`src/rtl/psc_pkg.sv`:
```
// Purpose: Shared constants for the power management status and control block.
// Assumes: AXI4-Lite with 32-bit data and an 8-bit byte address.
// Notes: Field positions describe the 8-bit control register in the low lane.
package psc_pkg;

   // Bus geometry.
   localparam int PSC_ADDR_W = 8;
   localparam int PSC_DATA_W = 32;

   // Register byte offsets.
   localparam logic [7:0] PSC_OFF_CTRL = 8'h00;
   localparam logic [7:0] PSC_OFF_IRQ_STATUS = 8'h04;
   localparam logic [7:0] PSC_OFF_IRQ_MASK = 8'h08;

   // Field positions in the control register.
   localparam int PSC_BIT_WARN_FLAG = 7;
   localparam int PSC_BIT_WARN_ACK = 6;
   localparam int PSC_BIT_DETECT_TRIP = 5;
   localparam int PSC_BIT_WARN_TRIP = 4;
   localparam int PSC_BIT_PPD_FLAG = 3;
   localparam int PSC_BIT_PPD_ACK = 2;
   localparam int PSC_BIT_PD_ENABLE = 1;
   localparam int PSC_BIT_PD_TYPE = 0;

   // Interrupt event positions, shared by status and mask.
   localparam int PSC_IRQ_W = 2;
   localparam int PSC_IRQ_WARN = 0;
   localparam int PSC_IRQ_PPD_WAKE = 1;

   // Reset values.
   localparam logic [PSC_IRQ_W-1:0] PSC_IRQ_RESET = 2'h0;
   localparam logic PSC_BIT_RESET = 1'b0;

   // Response codes.
   localparam logic [1:0] PSC_RESP_OKAY = 2'h0;
   localparam logic [1:0] PSC_RESP_SLVERR = 2'h2;

endpackage : psc_pkg

```
`src/rtl/psc_sync.sv`:
```
// Purpose: Two-stage synchroniser for levels arriving from outside sys_clk.
// Assumes: Inputs are slow levels; single-bit metastability only.
// Notes: The first stage is read only by the second stage.
`timescale 1ns/100ps
module psc_sync #(
   parameter int WIDTH = 1
) (
   // Clock and reset.
   input wire logic sys_clk,
   input wire logic rst_n,
   // Asynchronous level in, synchronised level out.
   input wire logic [WIDTH-1:0] async_in,
   output logic [WIDTH-1:0] sync_out
);

   logic [WIDTH-1:0] meta_ff;
   logic [WIDTH-1:0] sync_ff;

   // Two flops in series; nothing else looks at the first one.
   always_ff @(posedge sys_clk)
   begin
      if (!rst_n)
      begin
         meta_ff <= '0;
         sync_ff <= '0;
      end
      else
      begin
         meta_ff <= async_in;
         sync_ff <= meta_ff;
      end
   end

   assign sync_out = sync_ff;

endmodule : psc_sync

```
`src/rtl/psc_sticky.sv`:
```
// Purpose: Bank of sticky flags with set taking priority over clear.
// Assumes: Set and clear are single-cycle terms on sys_clk.
// Notes: An event in the clearing cycle survives, so none is lost.
`timescale 1ns/100ps
module psc_sticky #(
   parameter int WIDTH = 1
) (
   // Clock and reset.
   input wire logic sys_clk,
   input wire logic rst_n,
   // Set and clear terms.
   input wire logic [WIDTH-1:0] set_in,
   input wire logic [WIDTH-1:0] clr_in,
   // Flag state and its next value.
   output logic [WIDTH-1:0] flag_out,
   output logic [WIDTH-1:0] nxt_flag_out
);

   logic [WIDTH-1:0] flag_ff;

   // Set wins over clear.
   assign nxt_flag_out = set_in | (flag_ff & ~clr_in);

   always_ff @(posedge sys_clk)
   begin
      if (!rst_n)
         flag_ff <= '0;
      else
         flag_ff <= nxt_flag_out;
   end

   assign flag_out = flag_ff;

endmodule : psc_sticky

```
`src/rtl/psc_top.sv`:
```
// Purpose: Power management status and control register with AXI4-Lite access.
// Assumes: The analog comparators sit outside; only their warning level enters.
// Notes: The reset controller reports on reset_is_por whether rst_n is a power-on reset.
// Functional notes
// - Warning flag sets whenever supply is below warning level, including right after reset.
// - Warning flag stays set once a warning has occurred until cleared.
// - Writing one to bit 6 clears warning flag only when warning is absent.
// - Bit 5 drives detect trip select; one means high trip point.
// - Bit 4 drives warning trip select; one means high trip point.
// - Power-on reset clears everything; other resets keep the two trip selects.
// - Partial power-down flag, bit 3, sets on wake from partial power-down stop.
// - Writing one to bit 2 clears the partial power-down flag.
// - Bit 1 is write-once and permits the deep power-down stop modes.
// - Bit 0 is write-once; zero full, one partial power-down stop.
`timescale 1ns/100ps
module psc_top (
   // Clock and reset.
   input wire logic sys_clk,
   input wire logic rst_n,
   input wire logic reset_is_por,
   // Analog and power controller interface.
   input wire logic low_supply_warning,
   input wire logic wake_from_partial_stop,
   output logic detect_trip_select,
   output logic warning_trip_select,
   output logic powerdown_enable,
   output logic powerdown_type_select,
   output logic irq,
   // AXI4-Lite write address and data.
   input wire logic [psc_pkg::PSC_ADDR_W-1:0] s_axi_awaddr,
   input wire logic s_axi_awvalid,
   output logic s_axi_awready,
   input wire logic [psc_pkg::PSC_DATA_W-1:0] s_axi_wdata,
   input wire logic [3:0] s_axi_wstrb,
   input wire logic s_axi_wvalid,
   output logic s_axi_wready,
   // AXI4-Lite write response.
   output logic [1:0] s_axi_bresp,
   output logic s_axi_bvalid,
   input wire logic s_axi_bready,
   // AXI4-Lite read.
   input wire logic [psc_pkg::PSC_ADDR_W-1:0] s_axi_araddr,
   input wire logic s_axi_arvalid,
   output logic s_axi_arready,
   output logic [psc_pkg::PSC_DATA_W-1:0] s_axi_rdata,
   output logic [1:0] s_axi_rresp,
   output logic s_axi_rvalid,
   input wire logic s_axi_rready
);

   localparam int AW = psc_pkg::PSC_ADDR_W;
   localparam int DW = psc_pkg::PSC_DATA_W;
   localparam int IW = psc_pkg::PSC_IRQ_W;

   // Bus channel state.
   logic aw_got_ff;
   logic w_got_ff;
   logic [AW-1:0] awaddr_ff;
   logic [7:0] wbyte_ff;
   logic wlane_ff;
   logic bvalid_ff;
   logic [1:0] bresp_ff;
   logic awready_ff;
   logic wready_ff;
   logic arready_ff;
   logic rvalid_ff;
   logic [DW-1:0] rdata_ff;
   logic [1:0] rresp_ff;

   // Register state.
   logic detect_trip_ff;
   logic warn_trip_ff;
   logic pd_enable_ff;
   logic pd_type_ff;
   logic locked_ff;
   logic [IW-1:0] irq_mask_ff;
   logic irq_ff;
   logic warn_prev_ff;

   // Internal wires.
   logic warn_sync;
   logic warn_flag;
   logic nxt_warn_flag;
   logic ppd_flag;
   logic nxt_ppd_flag;
   logic [IW-1:0] irq_status;
   logic [IW-1:0] nxt_irq_status;
   logic aw_hs;
   logic w_hs;
   logic ar_hs;
   logic wr_fire;
   logic wr_ctrl;
   logic wr_mask;
   logic wr_hit;
   logic rd_ctrl;
   logic rd_status;
   logic rd_mask;
   logic rd_hit;
   logic warn_ack;
   logic ppd_ack;
   logic warn_rise;
   logic [IW-1:0] irq_set;
   logic [IW-1:0] irq_clr;
   logic [7:0] ctrl_view;
   logic [DW-1:0] rd_word;
   logic nxt_aw_got;
   logic nxt_w_got;
   logic nxt_bvalid;
   logic nxt_rvalid;
   logic [IW-1:0] nxt_irq_mask;

   // The comparator output is asynchronous to sys_clk.
   psc_sync #(.WIDTH(1)) u_warn_sync (
      .sys_clk(sys_clk),
      .rst_n(rst_n),
      .async_in(low_supply_warning),
      .sync_out(warn_sync)
   );

   // Channel handshakes and write execution once both halves are held.
   assign aw_hs = s_axi_awvalid && awready_ff;
   assign w_hs = s_axi_wvalid && wready_ff;
   assign ar_hs = s_axi_arvalid && arready_ff;
   assign wr_fire = aw_got_ff && w_got_ff && !bvalid_ff;

   // Address decode; the low two address bits are ignored.
   assign wr_ctrl = wr_fire && wlane_ff && ({awaddr_ff[AW-1:2], 2'b00} == psc_pkg::PSC_OFF_CTRL);
   assign wr_mask = wr_fire && wlane_ff
                    && ({awaddr_ff[AW-1:2], 2'b00} == psc_pkg::PSC_OFF_IRQ_MASK);
   assign wr_hit = ({awaddr_ff[AW-1:2], 2'b00} == psc_pkg::PSC_OFF_CTRL)
                   || ({awaddr_ff[AW-1:2], 2'b00} == psc_pkg::PSC_OFF_IRQ_STATUS)
                   || ({awaddr_ff[AW-1:2], 2'b00} == psc_pkg::PSC_OFF_IRQ_MASK);
   assign rd_ctrl = ({s_axi_araddr[AW-1:2], 2'b00} == psc_pkg::PSC_OFF_CTRL);
   assign rd_status = ({s_axi_araddr[AW-1:2], 2'b00} == psc_pkg::PSC_OFF_IRQ_STATUS);
   assign rd_mask = ({s_axi_araddr[AW-1:2], 2'b00} == psc_pkg::PSC_OFF_IRQ_MASK);
   assign rd_hit = rd_ctrl || rd_status || rd_mask;

   // Acknowledges are pure write strobes and never stored.
   assign warn_ack = wr_ctrl && wbyte_ff[psc_pkg::PSC_BIT_WARN_ACK];
   assign ppd_ack = wr_ctrl && wbyte_ff[psc_pkg::PSC_BIT_PPD_ACK];

   // Warning flag: the live level keeps it set, so an ack during a warning is void.
   psc_sticky #(.WIDTH(1)) u_warn_flag (
      .sys_clk(sys_clk),
      .rst_n(rst_n),
      .set_in(warn_sync),
      .clr_in(warn_ack && !warn_sync),
      .flag_out(warn_flag),
      .nxt_flag_out(nxt_warn_flag)
   );

   // Partial power-down recovery flag.
   psc_sticky #(.WIDTH(1)) u_ppd_flag (
      .sys_clk(sys_clk),
      .rst_n(rst_n),
      .set_in(wake_from_partial_stop),
      .clr_in(ppd_ack),
      .flag_out(ppd_flag),
      .nxt_flag_out(nxt_ppd_flag)
   );

   // Interrupt events; a status read clears them, a fresh event still wins.
   assign warn_rise = warn_sync && !warn_prev_ff;
   assign irq_set[psc_pkg::PSC_IRQ_WARN] = warn_rise;
   assign irq_set[psc_pkg::PSC_IRQ_PPD_WAKE] = wake_from_partial_stop;
   assign irq_clr = (ar_hs && rd_status) ? {IW{1'b1}} : {IW{1'b0}};

   psc_sticky #(.WIDTH(IW)) u_irq_status (
      .sys_clk(sys_clk),
      .rst_n(rst_n),
      .set_in(irq_set),
      .clr_in(irq_clr),
      .flag_out(irq_status),
      .nxt_flag_out(nxt_irq_status)
   );

   // Read view of the control register; ack positions are hard zero.
   assign ctrl_view = {warn_flag, 1'b0, detect_trip_ff, warn_trip_ff,
                       ppd_flag, 1'b0, pd_enable_ff, pd_type_ff};
   assign rd_word = rd_ctrl ? {{(DW-8){1'b0}}, ctrl_view}
                  : rd_status ? {{(DW-IW){1'b0}}, irq_status}
                  : rd_mask ? {{(DW-IW){1'b0}}, irq_mask_ff}
                  : {DW{1'b0}};

   // Next channel state; readies come from flops so they follow these terms.
   assign nxt_aw_got = (aw_got_ff || aw_hs) && !wr_fire;
   assign nxt_w_got = (w_got_ff || w_hs) && !wr_fire;
   assign nxt_bvalid = wr_fire || (bvalid_ff && !s_axi_bready);
   assign nxt_rvalid = ar_hs || (rvalid_ff && !s_axi_rready);
   assign nxt_irq_mask = wr_mask ? wbyte_ff[IW-1:0] : irq_mask_ff;

   // Write channel capture and response.
   always_ff @(posedge sys_clk)
   begin
      if (!rst_n)
      begin
         aw_got_ff <= 1'b0;
         w_got_ff <= 1'b0;
         awaddr_ff <= '0;
         wbyte_ff <= 8'h00;
         wlane_ff <= 1'b0;
         bvalid_ff <= 1'b0;
         bresp_ff <= psc_pkg::PSC_RESP_OKAY;
         awready_ff <= 1'b0;
         wready_ff <= 1'b0;
      end
      else
      begin
         aw_got_ff <= nxt_aw_got;
         w_got_ff <= nxt_w_got;
         if (aw_hs)
            awaddr_ff <= s_axi_awaddr;
         if (w_hs)
         begin
            wbyte_ff <= s_axi_wdata[7:0];
            wlane_ff <= s_axi_wstrb[0];
         end
         bvalid_ff <= nxt_bvalid;
         if (wr_fire)
            bresp_ff <= wr_hit ? psc_pkg::PSC_RESP_OKAY : psc_pkg::PSC_RESP_SLVERR;
         awready_ff <= !nxt_aw_got && !nxt_bvalid;
         wready_ff <= !nxt_w_got && !nxt_bvalid;
      end
   end

   // Read channel; one read at a time, data captured at the address handshake.
   always_ff @(posedge sys_clk)
   begin
      if (!rst_n)
      begin
         arready_ff <= 1'b0;
         rvalid_ff <= 1'b0;
         rdata_ff <= '0;
         rresp_ff <= psc_pkg::PSC_RESP_OKAY;
      end
      else
      begin
         arready_ff <= !nxt_rvalid;
         rvalid_ff <= nxt_rvalid;
         if (ar_hs)
         begin
            rdata_ff <= rd_word;
            rresp_ff <= rd_hit ? psc_pkg::PSC_RESP_OKAY : psc_pkg::PSC_RESP_SLVERR;
         end
      end
   end

   // Trip selects survive any reset but power-on, so they hold through rst_n.
   always_ff @(posedge sys_clk)
   begin
      if (!rst_n)
      begin
         if (reset_is_por)
         begin
            detect_trip_ff <= psc_pkg::PSC_BIT_RESET;
            warn_trip_ff <= psc_pkg::PSC_BIT_RESET;
         end
      end
      else if (wr_ctrl)
      begin
         detect_trip_ff <= wbyte_ff[psc_pkg::PSC_BIT_DETECT_TRIP];
         warn_trip_ff <= wbyte_ff[psc_pkg::PSC_BIT_WARN_TRIP];
      end
   end

   // Write-once power-down controls: the first control write locks them.
   always_ff @(posedge sys_clk)
   begin
      if (!rst_n)
      begin
         pd_enable_ff <= psc_pkg::PSC_BIT_RESET;
         pd_type_ff <= psc_pkg::PSC_BIT_RESET;
         locked_ff <= 1'b0;
      end
      else if (wr_ctrl && !locked_ff)
      begin
         pd_enable_ff <= wbyte_ff[psc_pkg::PSC_BIT_PD_ENABLE];
         pd_type_ff <= wbyte_ff[psc_pkg::PSC_BIT_PD_TYPE];
         locked_ff <= 1'b1;
      end
   end

   // Mask and interrupt line; the line is built from next values so it is not late.
   always_ff @(posedge sys_clk)
   begin
      if (!rst_n)
      begin
         irq_mask_ff <= psc_pkg::PSC_IRQ_RESET;
         irq_ff <= 1'b0;
         warn_prev_ff <= 1'b0;
      end
      else
      begin
         irq_mask_ff <= nxt_irq_mask;
         irq_ff <= |(nxt_irq_status & nxt_irq_mask);
         warn_prev_ff <= warn_sync;
      end
   end

   // Output drive, all from flops.
   assign s_axi_awready = awready_ff;
   assign s_axi_wready = wready_ff;
   assign s_axi_bvalid = bvalid_ff;
   assign s_axi_bresp = bresp_ff;
   assign s_axi_arready = arready_ff;
   assign s_axi_rvalid = rvalid_ff;
   assign s_axi_rdata = rdata_ff;
   assign s_axi_rresp = rresp_ff;
   assign detect_trip_select = detect_trip_ff;
   assign warning_trip_select = warn_trip_ff;
   assign powerdown_enable = pd_enable_ff;
   assign powerdown_type_select = pd_type_ff;
   assign irq = irq_ff;

   // Checks on the register behaviour.
   property p_warn_set;
      @(posedge sys_clk) disable iff (!rst_n)
      warn_sync |=> warn_flag;
   endproperty
   a_warn_set: assert property (p_warn_set) else $error("Warning flag missed a warning.");

   property p_warn_hold;
      @(posedge sys_clk) disable iff (!rst_n)
      (warn_flag && !warn_ack) |=> warn_flag;
   endproperty
   a_warn_hold: assert property (p_warn_hold) else $error("Warning flag dropped unasked.");

   property p_warn_ack;
      @(posedge sys_clk) disable iff (!rst_n)
      warn_ack |=> (warn_flag == $past(warn_sync));
   endproperty
   a_warn_ack: assert property (p_warn_ack) else $error("Warning ack misbehaved.");

   property p_detect_trip;
      @(posedge sys_clk) disable iff (!rst_n)
      wr_ctrl |=> detect_trip_select == $past(wbyte_ff[psc_pkg::PSC_BIT_DETECT_TRIP]);
   endproperty
   a_detect_trip: assert property (p_detect_trip) else $error("Detect trip not written.");

   property p_warn_trip;
      @(posedge sys_clk) disable iff (!rst_n)
      wr_ctrl |=> warning_trip_select == $past(wbyte_ff[psc_pkg::PSC_BIT_WARN_TRIP]);
   endproperty
   a_warn_trip: assert property (p_warn_trip) else $error("Warning trip not written.");

   property p_trip_keep;
      @(posedge sys_clk)
      (!rst_n && !reset_is_por) |=> $stable(detect_trip_select) && $stable(warning_trip_select);
   endproperty
   a_trip_keep: assert property (p_trip_keep) else $error("Trip select lost on reset.");

   property p_por_clear;
      @(posedge sys_clk)
      (!rst_n && reset_is_por) |=> !detect_trip_select && !warning_trip_select
                                   && !powerdown_enable && !irq;
   endproperty
   a_por_clear: assert property (p_por_clear) else $error("Power-on reset left a bit set.");

   property p_ppd_set;
      @(posedge sys_clk) disable iff (!rst_n)
      wake_from_partial_stop |=> ppd_flag ##0 irq_status[psc_pkg::PSC_IRQ_PPD_WAKE];
   endproperty
   a_ppd_set: assert property (p_ppd_set) else $error("Wake flag not set.");

   property p_ppd_ack;
      @(posedge sys_clk) disable iff (!rst_n)
      (ppd_ack && !wake_from_partial_stop) |=> !ppd_flag;
   endproperty
   a_ppd_ack: assert property (p_ppd_ack) else $error("Wake flag not cleared.");

   property p_once;
      @(posedge sys_clk) disable iff (!rst_n)
      (locked_ff && wr_ctrl) |=> $stable(powerdown_enable) && $stable(powerdown_type_select);
   endproperty
   a_once: assert property (p_once) else $error("Write-once bit changed twice.");

   property p_first;
      @(posedge sys_clk) disable iff (!rst_n)
      (!locked_ff && wr_ctrl) |=> powerdown_enable == $past(wbyte_ff[psc_pkg::PSC_BIT_PD_ENABLE])
         && powerdown_type_select == $past(wbyte_ff[psc_pkg::PSC_BIT_PD_TYPE]) && locked_ff;
   endproperty
   a_first: assert property (p_first) else $error("First write not taken.");

   property p_ack_zero;
      @(posedge sys_clk) disable iff (!rst_n)
      s_axi_rvalid |-> !s_axi_rdata[psc_pkg::PSC_BIT_WARN_ACK]
                       && !s_axi_rdata[psc_pkg::PSC_BIT_PPD_ACK];
   endproperty
   a_ack_zero: assert property (p_ack_zero) else $error("Ack bit read back set.");

   property p_irq_level;
      @(posedge sys_clk) disable iff (!rst_n)
      irq == |(irq_status & irq_mask_ff);
   endproperty
   a_irq_level: assert property (p_irq_level) else $error("Interrupt line disagrees.");

   property p_write_resp;
      @(posedge sys_clk) disable iff (!rst_n)
      wr_fire |=> s_axi_bvalid;
   endproperty
   a_write_resp: assert property (p_write_resp) else $error("Write response missing.");

   // Main scenarios.
   c_warn_ack: cover property (@(posedge sys_clk) disable iff (!rst_n) warn_flag ##1 !warn_flag);
   c_lock_retry: cover property (@(posedge sys_clk) disable iff (!rst_n) locked_ff && wr_ctrl);
   c_irq: cover property (@(posedge sys_clk) disable iff (!rst_n) $rose(irq));
   c_soft_reset: cover property (@(posedge sys_clk) !rst_n && !reset_is_por && detect_trip_ff);

endmodule : psc_top

```
`config.mk`:
```
export PLATFORM = sky130hd
export DESIGN_NAME = psc_top
export DESIGN_NICKNAME = d
export VERILOG_FILES = /design/src/rtl/psc_pkg.sv /design/src/rtl/psc_sync.sv /design/src/rtl/psc_sticky.sv /design/src/rtl/psc_top.sv
export SDC_FILE = /design/constraint.sdc
export NUM_CORES = 1
export LEC_CHECK = 0
export ABC_AREA = 1
export BUFFER_PORTS_ARGS = -buffer_cell sky130_fd_sc_hd__buf_4
export CAP_MARGIN = 20
export CORE_UTILIZATION = 43
export DETAILED_ROUTE_END_ITERATION = 8
export GPL_TIMING_DRIVEN = 0
export HOLD_SLACK_MARGIN = 0.1
export PLACE_DENSITY = 0.78
export REMOVE_ABC_BUFFERS = 1
export SKIP_LAST_GASP = 1
export SLEW_MARGIN = 20
export SYNTH_ARGS = -nofsm -noshare
export SYNTH_HDL_FRONTEND = slang
export SYNTH_SLANG_ARGS = --single-unit
```
`constraint.sdc`:
```
create_clock -name sys_clk -period 1.4 [get_ports sys_clk]
set_input_delay 0.07 -clock sys_clk [delete_from_list [all_inputs] [get_ports sys_clk]]
set_output_delay 0.07 -clock sys_clk [all_outputs]
set_load 0.01 [all_outputs]
```
==> flow_metrics.env <==
export IMPL_gr_max_usage_layer="met2"
export IMPL_maxCapViolCount=0
export IMPL_status="complete, no violations"
export IMPL_die_y_microns=67.8
export IMPL_cts_root_buf="clkbuf_8"
export IMPL_io_pins=108
export IMPL_post_route_util=0.595
export IMPL_rows=23
export IMPL_postLayoutSetupSlackWorst_ns=0.212
export IMPL_synth_edf_count=2
export IMPL_path_class="reg2reg"
export IMPL_finalSetupTns_ns=0
export IMPL_drtAntennaViolNets=0
export IMPL_finalNonFillerCells=359
export IMPL_grt_max_degree=32
export IMPL_cts_buffers=5
export IMPL_vias=1614
export IMPL_ys_ff_latch=43
export IMPL_crit_arrival_ns=1.19
export IMPL_grt_pass1_vias=1505
export IMPL_grt_usage=0.175
export IMPL_routed_wl_mm=3.54
export IMPL_drtIter0Drc=54
export IMPL_worst_setup_path_end_kind="flop"
export IMPL_grt_overflow=0
export IMPL_die_area_sq_um=4600
export IMPL_grt_setup_unrepaired="no"
export IMPL_setup_viol=0
export IMPL_core_sq_um=4090
export IMPL_viasPerCell=4.50
export IMPL_fin_crit_sh=0.849
export IMPL_cts_clk_slew_worst_paths_ns=0.08
export IMPL_routabilityCongestion=0.800
export IMPL_worst_ep_required_time_ns=1.41
export IMPL_fill_cells=389
export IMPL_max_freq_ghz=0.842
export IMPL_ys_warnings_count=0
export IMPL_syn_area_sq_um=1860
export IMPL_antenna_found_initial=0
export IMPL_drtPass1Iterations=4
export IMPL_critPathMaxFanout=6
export IMPL_post_route_drc_count=0
export IMPL_yosys_most_used_dff="dfxtp_1"
export IMPL_final_cell_mix="buf_4, dfxtp_1, nand2_1, nor2_1, conb_1"
export IMPL_regArea_sq_um=881
export IMPL_cts_buffer_depth=2
export IMPL_place_ws_ns=0.146
export IMPL_vdd_drop_max_v=0.000573
export IMPL_tritoncts="yes"
export IMPL_hold_path_class="in2reg"
export IMPL_use_met3=0.0483
export IMPL_cts_setup_buffers=0
export IMPL_final_design_area_no_fill_sq_um=2430
export IMPL_p_per_area_nw_per_um2=1160
export IMPL_cts_sinks=43
export IMPL_startpoint_type="flop"
export IMPL_use_met2=0.300
export IMPL_synthCells=245
export IMPL_synthArstFlopShare=0
export IMPL_postSynthAreaPerCell_sq_um=7.61
export IMPL_nets=370
export IMPL_skew_ns=0.00702
export IMPL_final_common_cell="buf_4"
export IMPL_wire_per_inst_microns=9.86
export IMPL_multi_input_area_sq_um=767
export IMPL_grt_met1_usage=0.202
export IMPL_p_total_mw=2.83
export IMPL_io_buffer_count=46
export IMPL_htreeDepth=2
export IMPL_dp_cells=335
export IMPL_synth_cell_type_count=21
export IMPL_finalHoldViolations=0
export IMPL_start_util=0.456
export IMPL_drv_slew=0
export IMPL_clk_latency_ns=0.29
export IMPL_antennaDiodeCount=0
export IMPL_fp_dieW_microns=67.8
export IMPL_dp_hpwl_mm=2.50
export IMPL_grt_pass1_wl_mm=6.00
export IMPL_yosysSeqAreaShare=0.472
export IMPL_whs_ns=0.117
export IMPL_drive_gt1_frac=0.214
export IMPL_area_growth_pct=30.4
export IMPL_place_area_sq_um=2140
export IMPL_leakage_nw=1.18
export IMPL_period_minus_slack_ns=1.19
[worst max-delay path, stage by stage, from the launching register on]
cell	delay (ns)
dfxtp_1	0.32
nor2_1	0.15
nand3_1	0.13
nor2_4	0.15
nand2_1	0.06
nand2_1	0.09
[routing by layer]
layer / vias up / routed length [microns]
li1: 849 / -
met1: 700 / 1580
met2: 61 / 1710
met3: 4 / 215
met4: 0 / 43
met5: - / 0
[final timing paths]
check	startpoint	to	slack (ns)	cells past startpoint
setup / recovery	awaddr_ff[6]	detect_trip_select	0.21	5
hold / removal	reset_is_por	warning_trip_select	0.12	3
setup reg to reg	awaddr_ff[6]	detect_trip_select	0.21	5
hold reg to reg	u_warn_sync.meta_ff	u_warn_sync.sync_out	0.42	2
[synth_stat cells, types with 3 or more instances]
library cell | n | area [sq um]
nand2_1 | 39 | 146
o21ai_0 | 22 | 110
a21oi_1 | 19 | 95.1
nor2_1 | 37 | 139
dfxtp_1 | 41 | 821
or2_2 | 3 | 18.8
nor2_2 | 5 | 31.3
inv_1 | 21 | 78.8
buf_4 | 29 | 218
nand3_1 | 14 | 70.1
[where the power goes]
group / leakage [nW] / internal (mW) / switching, mW / total (mW)
Clock: 0.0654 / 0.713 / 0.400 / 1.11
Sequential: 0.356 / 1.30 / 0.0408 / 1.35
Combinational: 0.757 / 0.170 / 0.197 / 0.367
Total: 1.18 / 2.19 / 0.638 / 2.83
[sequential cells by signal (all words and copies together) (netlist names), 2 cells and up]
signal,cells
awaddr_ff,6
irq_mask_ff,2
s_axi_rdata,6
u_irq_status.flag_out,2
wbyte_ff,6
[area by class of cell]
cell class,count,share of cell area
sequential,43,0.362
clock inverter,2,0.0247
multi-input combinational,174,0.315
clock buffer,6,0.0299
timing repair buffer,62,0.208
tap,50,0.0257
inverter,22,0.0340
[repair_timing]
action | CTS | global route
gates resized for setup | 0 | 1
hold buffers | 16 | 0
setup endpoints to repair | 0 | 1
hold endpoints to repair | 17 | 0
[logic make-up after synthesis]
| group | Yosys count | synth area share |
|---|---|---|
| and+or+nand+nor | 105 | 0.245 |
| buffers and inverters | 55 | 0.170 |
| DFF | 43 | 0.472 |
| AOI/OAI and AO/OA | 41 | 0.110 |
| other | 1 | 0.00201 |
Power figures use the tool's default switching activity.
